File: src/card_pwr_pkg.sv
/*
 * Shared types and constants for the serial card power switch control.
 * Assumes a 32-bit APB master and a single pclk domain.
 */
package card_pwr_pkg;

	// Control word as shifted in, bit ten first
	typedef struct packed {
		logic spare_bit;             // Bit 10, stored only
		logic prog_low_volt_sel_bit; // Bit 9
		logic outputs_on_bit;        // Bit 8
		logic [3:0] unused_bits;     // Bits 7..4
		logic main_sel_hi_bit;       // Bit 3
		logic main_sel_lo_bit;       // Bit 2
		logic prog_sel_lo_bit;       // Bit 1
		logic prog_sel_hi_bit;       // Bit 0
	} ctl_word_t;

	localparam int WORD_W = 11;
	localparam ctl_word_t WORD_RESET = 11'h000;

	// Level driven onto a supply output
	typedef enum logic [2:0] {
		SUP_GND = 3'h0,
		SUP_3V3 = 3'h1,
		SUP_5V = 3'h3,
		SUP_12V = 3'h2,
		SUP_HIZ = 3'h6
	} supply_t;

	// Supply switch commands toward the analog side
	typedef struct packed {
		supply_t main_level;  // Main supply output level
		supply_t prog_level;  // Programming supply output level
		logic [3:0] gnd_sw;   // gnd_switch_four..gnd_switch_one closed
		logic limit_main;     // Current limit active on main output
		logic limit_prog;     // Current limit active on prog output
	} card_out_t;

	localparam card_out_t CARD_OUT_RESET = '{SUP_GND, SUP_GND, 4'hf, 1'b0, 1'b0};

	// Pins from outside the pclk domain
	typedef struct packed {
		logic ser_clk;
		logic ser_data;
		logic ser_load;
		logic card_reset_n;
		logic power_off_n;
		logic oc_main;
		logic oc_prog;
		logic over_temp;
		logic temp_cool;
		logic fault_pin_n;
	} pins_t;

	// Pulled-up pins idle high
	localparam pins_t PINS_IDLE = 10'h061;

	// Register byte offsets
	localparam logic [11:0] OFF_CTRL = 12'h000;
	localparam logic [11:0] OFF_STATUS = 12'h004;
	localparam logic [11:0] OFF_WORD = 12'h008;
	localparam logic [11:0] OFF_SHIFT = 12'h00c;
	localparam logic [11:0] OFF_IRQ_STAT = 12'h010;
	localparam logic [11:0] OFF_IRQ_MASK = 12'h014;

	// Control register fields and reset value
	localparam int CTRL_LOAD_EN = 0;
	localparam int CTRL_FORCE_OFF = 1;
	localparam logic [1:0] CTRL_RESET = 2'h1;

	// Interrupt bits
	localparam int IRQ_W = 3;
	localparam int IRQ_LOAD = 0;
	localparam int IRQ_OVERCUR = 1;
	localparam int IRQ_THERMAL = 2;
	localparam logic [IRQ_W-1:0] IRQ_RESET = 3'h0;

endpackage

File: src/card_pwr_ctrl.sv
/*
 * Control logic of a single-slot card power switch: serial word intake,
 * output level decode, card reset, shutdown, fault flag, APB registers
 * and a masked interrupt.
 * Assumes all pins are asynchronous to pclk and the serial clock is
 * much slower than pclk (several pclk cycles per level).
 */
`timescale 1ns/1ns
`default_nettype none

// Behaviour
// - Data sampled on serial clock rising edge
// - Load strobe rise moves 11-bit word active
// - Shutdown pin or bit eight low forces Hi-Z
// - Card reset closes only ground switches
// - Stay grounded until released and new load
// - Loads ignored while card reset asserted
// - Overcurrent limits only the affected output
// - Overcurrent drives fault flag low
// - Overtemperature shuts outputs until cooled
// - Overtemperature also drives fault flag low
// - Main select bits decode 0, 3.3, 5 V
// - Programming bits decode 0/3.3/5/12 V/Hi-Z
// - Reset and shutdown active low, pulled up
module card_pwr_ctrl #(
	parameter int ADDR_W = 12
) (
	input wire logic pclk,                   // System clock
	input wire logic presetn,                // Async reset, active low
	input wire logic clk_en,                 // Freezes all state when low
	input wire logic psel,                   // APB select
	input wire logic penable,                // APB enable
	input wire logic pwrite,                 // APB write
	input wire logic [ADDR_W-1:0] paddr,     // APB byte address
	input wire logic [31:0] pwdata,          // APB write data
	output logic [31:0] prdata,              // APB read data
	output logic pready,                     // APB ready
	output logic pslverr,                    // APB error, unmapped address
	input wire logic ser_clk,                // Serial clock pin
	input wire logic ser_data,               // Serial data pin
	input wire logic ser_load,               // Load strobe pin
	input wire logic card_reset_n,           // Card reset pin, active low
	input wire logic power_off_n,            // Shutdown pin, active low
	input wire logic oc_main,                // Main output overcurrent sense
	input wire logic oc_prog,                // Prog output overcurrent sense
	input wire logic over_temp,              // Die above shutdown limit
	input wire logic temp_cool,              // Die below hysteresis limit
	output card_pwr_pkg::card_out_t card_out, // Supply switch commands
	input wire logic fault_flag_n_i,         // Fault flag pin level
	output logic fault_flag_n_o,             // Fault flag drive value
	output logic fault_flag_n_oe,            // Fault flag pulls low
	output logic irq                         // Interrupt, active high
);
	import card_pwr_pkg::*;

	// Decode of the main select pair
	function automatic supply_t decode_main(input ctl_word_t w);
		unique case ({w.main_sel_hi_bit, w.main_sel_lo_bit})
			2'b01: decode_main = SUP_3V3;
			2'b10: decode_main = SUP_5V;
			default: decode_main = SUP_GND;
		endcase
	endfunction

	// Decode of the programming select pair
	function automatic supply_t decode_prog(input ctl_word_t w);
		unique case ({w.prog_sel_hi_bit, w.prog_sel_lo_bit})
			2'b00: decode_prog = SUP_GND;
			2'b01: decode_prog = w.prog_low_volt_sel_bit ? SUP_5V : SUP_3V3;
			2'b10: decode_prog = SUP_12V;
			default: decode_prog = SUP_HIZ;
		endcase
	endfunction

	pins_t pins_raw;
	pins_t sync_a;
	pins_t pins_s;
	pins_t pins_d;
	logic [WORD_W-1:0] shift;
	ctl_word_t active;
	logic grounded;
	logic thermal_off;
	logic [1:0] ctrl;
	logic [IRQ_W-1:0] irq_stat;
	logic [IRQ_W-1:0] irq_mask;

	// Pin bundle
	assign pins_raw = '{ser_clk, ser_data, ser_load, card_reset_n, power_off_n,
		oc_main, oc_prog, over_temp, temp_cool, fault_flag_n_i};

	// Two-stage synchronisers, pulled-up pins idle high
	genvar gi;
	generate
		for (gi = 0; gi < $bits(pins_t); gi++) begin : g_sync
			always_ff @(posedge pclk or negedge presetn) begin
				if (!presetn) begin
					sync_a[gi] <= PINS_IDLE[gi];
					pins_s[gi] <= PINS_IDLE[gi];
					pins_d[gi] <= PINS_IDLE[gi];
				end else if (clk_en) begin
					sync_a[gi] <= pins_raw[gi];
					pins_s[gi] <= sync_a[gi];
					pins_d[gi] <= pins_s[gi];
				end
			end
		end
	endgenerate

	// Edge detection on synchronised pins
	wire clk_rise = pins_s.ser_clk & ~pins_d.ser_clk;
	wire load_rise = pins_s.ser_load & ~pins_d.ser_load;
	wire card_rst = ~pins_s.card_reset_n;
	wire load_ok = load_rise & ~card_rst & ctrl[CTRL_LOAD_EN];
	wire oc_any = pins_s.oc_main | pins_s.oc_prog;
	wire oc_rise = oc_any & ~(pins_d.oc_main | pins_d.oc_prog);

	// Serial intake, first bit ends up in bit ten
	always_ff @(posedge pclk or negedge presetn) begin
		if (!presetn) begin
			shift <= '0;
		end else if (clk_en && clk_rise) begin
			shift <= {shift[WORD_W-2:0], pins_s.ser_data};
		end
	end

	// Word transfer on load strobe
	always_ff @(posedge pclk or negedge presetn) begin
		if (!presetn) begin
			active <= WORD_RESET;
		end else if (clk_en && load_ok) begin
			active <= ctl_word_t'(shift);
		end
	end

	// Grounded state held from card reset to the next accepted load
	always_ff @(posedge pclk or negedge presetn) begin
		if (!presetn) begin
			grounded <= 1'b1;
		end else if (clk_en) begin
			grounded <= card_rst | (grounded & ~load_ok);
		end
	end

	// Thermal shutdown with hysteresis
	wire next_thermal_off = pins_s.over_temp | (thermal_off & ~pins_s.temp_cool);
	always_ff @(posedge pclk or negedge presetn) begin
		if (!presetn) begin
			thermal_off <= 1'b0;
		end else if (clk_en) begin
			thermal_off <= next_thermal_off;
		end
	end

	// Output level selection
	wire hiz_force = ~pins_s.power_off_n | ~active.outputs_on_bit | thermal_off
		| ctrl[CTRL_FORCE_OFF];
	wire supply_t next_main = grounded ? SUP_GND : hiz_force ? SUP_HIZ
		: decode_main(active);
	wire supply_t next_prog = grounded ? SUP_GND : hiz_force ? SUP_HIZ
		: decode_prog(active);
	wire card_out_t next_card_out = '{next_main, next_prog, {4{grounded}},
		pins_s.oc_main, pins_s.oc_prog};
	wire next_fault = oc_any | thermal_off;

	// Registered outputs toward the switches and the fault pin
	always_ff @(posedge pclk or negedge presetn) begin
		if (!presetn) begin
			card_out <= CARD_OUT_RESET;
			fault_flag_n_oe <= 1'b0;
		end else if (clk_en) begin
			card_out <= next_card_out;
			fault_flag_n_oe <= next_fault;
		end
	end
	assign fault_flag_n_o = 1'b0;

	// APB decode
	wire [11:0] addr = 12'(paddr);
	wire access = psel & penable & ~pready;
	wire hit_ctrl = addr == OFF_CTRL;
	wire hit_stat = addr == OFF_STATUS;
	wire hit_word = addr == OFF_WORD;
	wire hit_shift = addr == OFF_SHIFT;
	wire hit_istat = addr == OFF_IRQ_STAT;
	wire hit_imask = addr == OFF_IRQ_MASK;
	wire mapped = hit_ctrl | hit_stat | hit_word | hit_shift | hit_istat | hit_imask;
	wire wr = access & pwrite & mapped;
	wire [31:0] status_word = {22'h0, pins_s.fault_pin_n, next_fault, thermal_off,
		grounded, card_out.prog_level, card_out.main_level};
	wire [31:0] next_rdata = hit_ctrl ? {30'h0, ctrl}
		: hit_stat ? status_word
		: hit_word ? {21'h0, active}
		: hit_shift ? {21'h0, shift}
		: hit_istat ? {29'h0, irq_stat}
		: hit_imask ? {29'h0, irq_mask} : 32'h0;

	// APB answer, one wait state
	always_ff @(posedge pclk or negedge presetn) begin
		if (!presetn) begin
			pready <= 1'b0;
			pslverr <= 1'b0;
			prdata <= 32'h0;
		end else if (clk_en) begin
			pready <= access;
			pslverr <= access & ~mapped;
			prdata <= (access & ~pwrite) ? next_rdata : 32'h0;
		end
	end

	// Control and mask registers
	always_ff @(posedge pclk or negedge presetn) begin
		if (!presetn) begin
			ctrl <= CTRL_RESET;
			irq_mask <= IRQ_RESET;
		end else if (clk_en && wr) begin
			if (hit_ctrl) ctrl <= pwdata[1:0];
			if (hit_imask) irq_mask <= pwdata[IRQ_W-1:0];
		end
	end

	// Sticky events, a new event wins over a clear
	wire [IRQ_W-1:0] events = {next_thermal_off & ~thermal_off, oc_rise, load_ok};
	wire [IRQ_W-1:0] clr = (wr && hit_istat) ? pwdata[IRQ_W-1:0] : '0;
	always_ff @(posedge pclk or negedge presetn) begin
		if (!presetn) begin
			irq_stat <= IRQ_RESET;
			irq <= 1'b0;
		end else if (clk_en) begin
			irq_stat <= (irq_stat & ~clr) | events;
			irq <= |(((irq_stat & ~clr) | events) & irq_mask);
		end
	end
endmodule
`default_nettype wire

File: config.mk
export PLATFORM = sky130hd
export DESIGN_NAME = card_pwr_ctrl
export DESIGN_NICKNAME = d
export VERILOG_FILES = /design/src/card_pwr_pkg.sv /design/src/card_pwr_ctrl.sv
export SDC_FILE = /design/constraint.sdc
export NUM_CORES = 1
export LEC_CHECK = 0
export CELL_PAD_IN_SITES_DETAIL_PLACEMENT = 1
export CELL_PAD_IN_SITES_GLOBAL_PLACEMENT = 1
export CORE_MARGIN = 2
export CORE_UTILIZATION = 50
export CTS_BUF_LIST = sky130_fd_sc_hd__clkbuf_4 sky130_fd_sc_hd__clkbuf_8
export DETAILED_ROUTE_END_ITERATION = 10
export DONT_BUFFER_PORTS = 1
export PLACE_DENSITY = 0.89
export SLEW_MARGIN = 20
export SYNTH_ARGS = -nofsm -noshare
export SYNTH_HDL_FRONTEND = slang
export SYNTH_SLANG_ARGS = --single-unit
File: constraint.sdc
create_clock -name pclk -period 2.95 [get_ports pclk]
set_clock_uncertainty 0.15 [all_clocks]
set_input_delay 0.295 -clock pclk [delete_from_list [all_inputs] [get_ports pclk]]
set_output_delay 0.295 -clock pclk [all_outputs]
set_load 0.01 [all_outputs]
Word level (Yosys, flattened, before mapping)
Index checks and enable logic that the tools add are counted.

Output and inout port bits: 49. Register bits after elaboration: 99. Input port bits: 60.

Equal/unequal tests: 9. Multiplexer cells: 15. Bitwise logic cells: 43. Reductions and logical operators: 9.

Operators with widths (number): 11-bit two-way mux (5); 12-bit by 4-bit == test with 1-bit output (second input constant) (2); 12-bit by 5-bit == test with 1-bit output (second input constant) (2); 3-bit two-way mux (7); 1-bit bitwise AND (14); 1-bit bitwise OR (13); 12-bit by 3-bit == test with 1-bit output (second input constant) (1); 12-bit logical NOT (1); 1-bit inverter (12); 3-bit case mux with 3 select lines (1); 3-bit bitwise AND (2); 2-bit by 1-bit == test with 1-bit output (second input constant) (2); 2-bit == test (second input constant) (2); 1-bit logical AND (4); 2-bit case mux with 2 select lines (1); 2-bit AND reduction (2); 3-bit inverter (1); 3-bit bitwise OR (1); 3-bit OR reduction (1); 2-bit logical NOT (1); 2-bit two-way mux (1).

Depth between registers and ports, before layout
Depth after elaboration: 14. Gate-level depth with buffers: 6. Depth with buffers taken out: 5.

Worst setup path after synthesis
OpenSTA, ideal clock, no wires.

Kind: input -> register. From: input port paddr[0]. To: register prdata[9]. Arrival time: 2.034 ns. Library setup time: 0.078 ns. Slack: 0.688 ns. Cell stages on the path: 6. Data required time: 2.722 ns. Cell sequence: or4_4 > or3_1 > or3_4 > or2_1 > buf_6 > o2bb2ai_1.

Longest elaborated chain between the ends: 6.

Ends and longest elaborated chain: start: declaration (RTL line card_pwr_ctrl.sv:34) `input wire logic [ADDR_W-1:0] paddr,`; 12-bit by 4-bit == test with 1-bit output (RTL line card_pwr_ctrl.sv:183) `wire hit_shift = addr == OFF_SHIFT;`; 11-bit two-way mux (RTL line card_pwr_ctrl.sv:193) `: hit_shift ? {21'h0, shift}`; 11-bit two-way mux (RTL line card_pwr_ctrl.sv:192) `: hit_word ? {21'h0, active}`; 11-bit two-way mux (RTL line card_pwr_ctrl.sv:191) `: hit_stat ? status_word`; 11-bit two-way mux * (RTL line card_pwr_ctrl.sv:190) `wire [31:0] next_rdata = hit_ctrl ? {30'h0, ctrl}`; 11-bit two-way mux * (RTL line card_pwr_ctrl.sv:206) `prdata <= (access & ~pwrite) ? next_rdata : 32'h0;`; end signal: assignment (RTL line card_pwr_ctrl.sv:206); end: declaration (RTL line card_pwr_ctrl.sv:36) `output logic [31:0] prdata,`.

Mark *: on every way between the ends. The rest lies on a longest branch, timed or not. A chain may end at the register's enable or synchronous reset.

Worst setup path after layout
From: input port paddr[0]. To: register irq_mask[0].

Longest elaborated chain between the ends: 9.

Ends and longest elaborated chain: 12-bit by 3-bit == test with 1-bit output / 12-bit logical NOT (equally long branches) (RTL line card_pwr_ctrl.sv:181, card_pwr_ctrl.sv:180); 1-bit bitwise OR (5 in a row) (RTL line card_pwr_ctrl.sv:186) `wire mapped = hit_ctrl | hit_stat | hit_word | hit_shift | hit_istat | hit_imask;`; 1-bit bitwise AND (RTL line card_pwr_ctrl.sv:187) `wire wr = access & pwrite & mapped;`; 1-bit logical AND (RTL line card_pwr_ctrl.sv:215) `end else if (clk_en && wr) begin`; 2-bit AND reduction (no line) *; end signal: assignment (RTL line card_pwr_ctrl.sv:217) `if (hit_imask) irq_mask <= pwdata[IRQ_W-1:0];`; end: declaration (RTL line card_pwr_ctrl.sv:85) `logic [IRQ_W-1:0] irq_mask;`.

Marks and branches as above.

==> impl_metrics.tcl <==
set metrics [dict create \
    netlist_area_sq_mm 0.00371 \
    die_y_microns 90.2 \
    synth.distinct_cells 46 \
    relSlewSlack_pct 46.5 \
    postCtsSetupBuffers 0 \
    synth_area_leaders "dfrtp_1, mux2_2, dfstp_2" \
    routed_wl_mm 8.30 \
    ir_drop_mv 0.447 \
    status "finished clean" \
    hold_path_class "primary input to register" \
    rows 31 \
    cts-root-buf "clkbuf_8" \
    grt_pass1_vias 2584 \
    n_antenna_cell 0 \
    grt_max_degree 79 \
    track_usage_pct 21.3 \
    crit_chain "or4_4, nor4_1, nor3b_1, mux2_2" \
    r2r_cells 3 \
    clock-sinks 78 \
    antenna_found_initial 0 \
    path_max_fanout 3 \
    drv_slew 0 \
    r2r-end "active[9]" \
    area_growth_pct 9.71 \
    slowest_stage "nor3b_1" \
    rr_startpoint "pins_s[6]" \
    worstMarginPinSlew_ns 0.802 \
    drv_cap 0 \
    min_period_over_period_pct 71.4 \
    dp_hpwl_mm 5.25 \
    synth_seq_area_share_pct 52.9 \
    pin_count 109 \
    cts_tree "done" \
    endpoint "irq_mask[0]" \
    syn_area_per_cell_sq_um 12.6 \
    h-tree-depth 3 \
    fin_setup_tns_ns 0 \
    clock_latency_ns 0.35 \
    path_clk_slew_ns 0.07 \
    die-area_sq_mm 0.00813 \
    dr.pass1.iters 4 \
    die_x_microns 90.2 \
    fmax_ghz 0.475 \
    wl_per_cell_microns 20.3 \
    power_density_mw_per_mm2 597 \
    critPathKind "primary input to register" \
    synth-warning-count 0 \
    arrival_ns 2.19 \
    cts_buffers 9 \
    grt-ovfl-total 0 \
    async_flop_share_pct 100 \
    core-area_sq_mm 0.00721 \
    num_vias 2350 \
    cp-end-kind "register" \
    grt_first_pass_wirelength_mm 13.5 \
    ant_nets 0 \
    fillers 749 \
    slowest_delay_ns 0.54 \
    port_buffers 0 \
    hold_violations 0 \
    viasPerCell 5.75 \
    p_total_uw 2430 \
    drive_gt1_share_pct 30.6 \
    reg2reg_slack_ns 1.06 \
    synthFlopType "dfrtp_1" \
    setup_viol 0 \
    post-route-min-period_ns 2.11 \
    fin_nets 366 \
    initial_core_util_pct 51.5 \
    cp.required_ns 3.04 \
    synth_top_area_share_pct 46.5 \
    synth_top_cell_by_area "dfrtp_1" \
    rsz0062_at_grt "false" \
    clockBufferDepth 2 \
    startpoint "paddr[0]" \
    synth_edf_count 0 \
    gp_congestion 0.799 \
    drt_iter0_markers 83 \
    leakagePower_uw 0.00180 \
    syn_inst 294 \
    drc 0 \
    start_kind "primary input" \
    synth-seq-cells 78 \
]
how the worst min path moves through the flow:
| stage | startpoint | endpoint | depth (start not counted) |
|---|---|---|---|
| 3_3_place_gp | presetn | sync_a[8] | 0 |
| 4_1_cts | paddr[3] | prdata[4] | 2 |
| 3_5_place_dp | presetn | sync_a[8] | 0 |
| 2_1_floorplan | presetn | active[0] | 0 |
| 6_report | pwdata[0] | irq_stat[0] | 2 |
| 5_1_grt | pwdata[0] | irq_stat[0] | 2 |
timing repair:
action | 4_1_cts | 5_1_grt
gates resized for setup | 0 | 0
hold buffers | 21 | 1
hold endpoints to repair | 120 | 1
sequential cells by signal, summed over array words and instances (netlist names), 2 cells and up:
signal	count
sync_a	10
irq_stat	3
pins_s	8
card_out	9
ctrl	2
shift	11
next_card_out	2
pins_d	2
active	11
irq_mask	3
prdata	11
routing by layer:
layer  track usage (%)  wire length (microns)
met1              25.9                   3460
met2              35.9                   4250
met3              7.21                    449
met5                 0                      0
met4              6.41                    140
through the flow:
stage	cells	util (%)	hold WS [ns]	worst slack, ns	instance area, sq um
2_1_floorplan	315	-	-0.151	0.688	3790
3_3_place_gp	371	50.1	-0.147	0.557	3620
3_5_place_dp	371	50.1	-0.147	0.471	3620
4_1_cts	408	56.3	0.000567	0.858	4060
5_1_grt	409	56.5	0.00691	0.771	4070
6_report	409	56.5	0.0104	0.844	4070
power by group:
| part | total (uW) | internal [uW] | switching (uW) |
|---|---|---|---|
| clock | 832 | 455 | 377 |
| sequential | 1300 | 1190 | 111 |
| combinational | 295 | 164 | 130 |
| total | 2430 | 1810 | 619 |
worst max-delay path: cells and delay by family:
family / cells / cell delay, ns
and+or+nand+nor: 3 / 1.49
muxes: 1 / 0.40
cell usage after synthesis (2+ instances only):
master	count
nor4_1	2
or4_4	2
a22o_1	5
o2bb2ai_1	8
nand3b_1	3
nor3b_1	3
o2bb2ai_2	3
mux2_2	60
a22oi_1	7
mux2i_1	5
inv_1	7
clkbuf_1	9
a211oi_1	2
buf_1	2
nand2_1	13
nor2_1	11
nand4_1	2
o21ai_0	6
buf_4	27
a21oi_1	4
o221ai_1	3
dfstp_2	9
o31ai_1	2
nor3_1	4
o32ai_1	2
clkbuf_8	2
dfrtp_1	69
a21o_1	2
nand4b_1	3
cell type report:
cell class | instances | area [sq um] | area share, %
Clock inverter | 3 | 42.5 | 1.04
Tap cell | 99 | 124 | 3.04
Sequential cell | 78 | 1960 | 48.2
Timing Repair Buffer | 22 | 248 | 6.08
Inverter | 7 | 26.3 | 0.645
Clock buffer | 13 | 166 | 4.09
Multi-Input combinational cell | 187 | 1500 | 36.9
layout by cell type, fill, tap and decap left out, types with 2 or more instances in the layout:
master         netlist  layout
nand3b_1             3       3
mux2i_1              5       5
o221ai_1             3       3
nor2_1              11      11
or4_4                2       2
dfstp_2              9       9
clkbuf_4             0       2
a211oi_1             2       2
nand4b_1             3       3
conb_1               1      22
nor3b_1              3       3
inv_1                7       7
o31ai_1              2       2
dfrtp_1             69      69
o2bb2ai_2            3       3
nor4_1               2       2
clkbuf_8             2      11
a22oi_1              7       7
o32ai_1              2       2
nor3_1               4       4
nand2_1             13      13
a21oi_1              4       4
nand4_1              2       2
a21o_1               2       2
a22o_1               5       5
o21ai_0              6       6
mux2_2              60      60
o2bb2ai_1            8       8
dlygate4sd3_1        0      20
kinds of logic (layout without fill, tap and decap cells):
family	Yosys count	count (layout)	synth area share (%)
flip-flops	78	78	52.9
other	1	22	0.101
AO/OA/AOI/OAI	46	46	9.84
multiplexers	66	66	20.2
buffers and inverters	50	45	8.76
adder cells (fa/ha/maj)	1	1	0.337
AND/OR/NAND/NOR	52	52	7.92
Power figures use the tool's default switching activity.
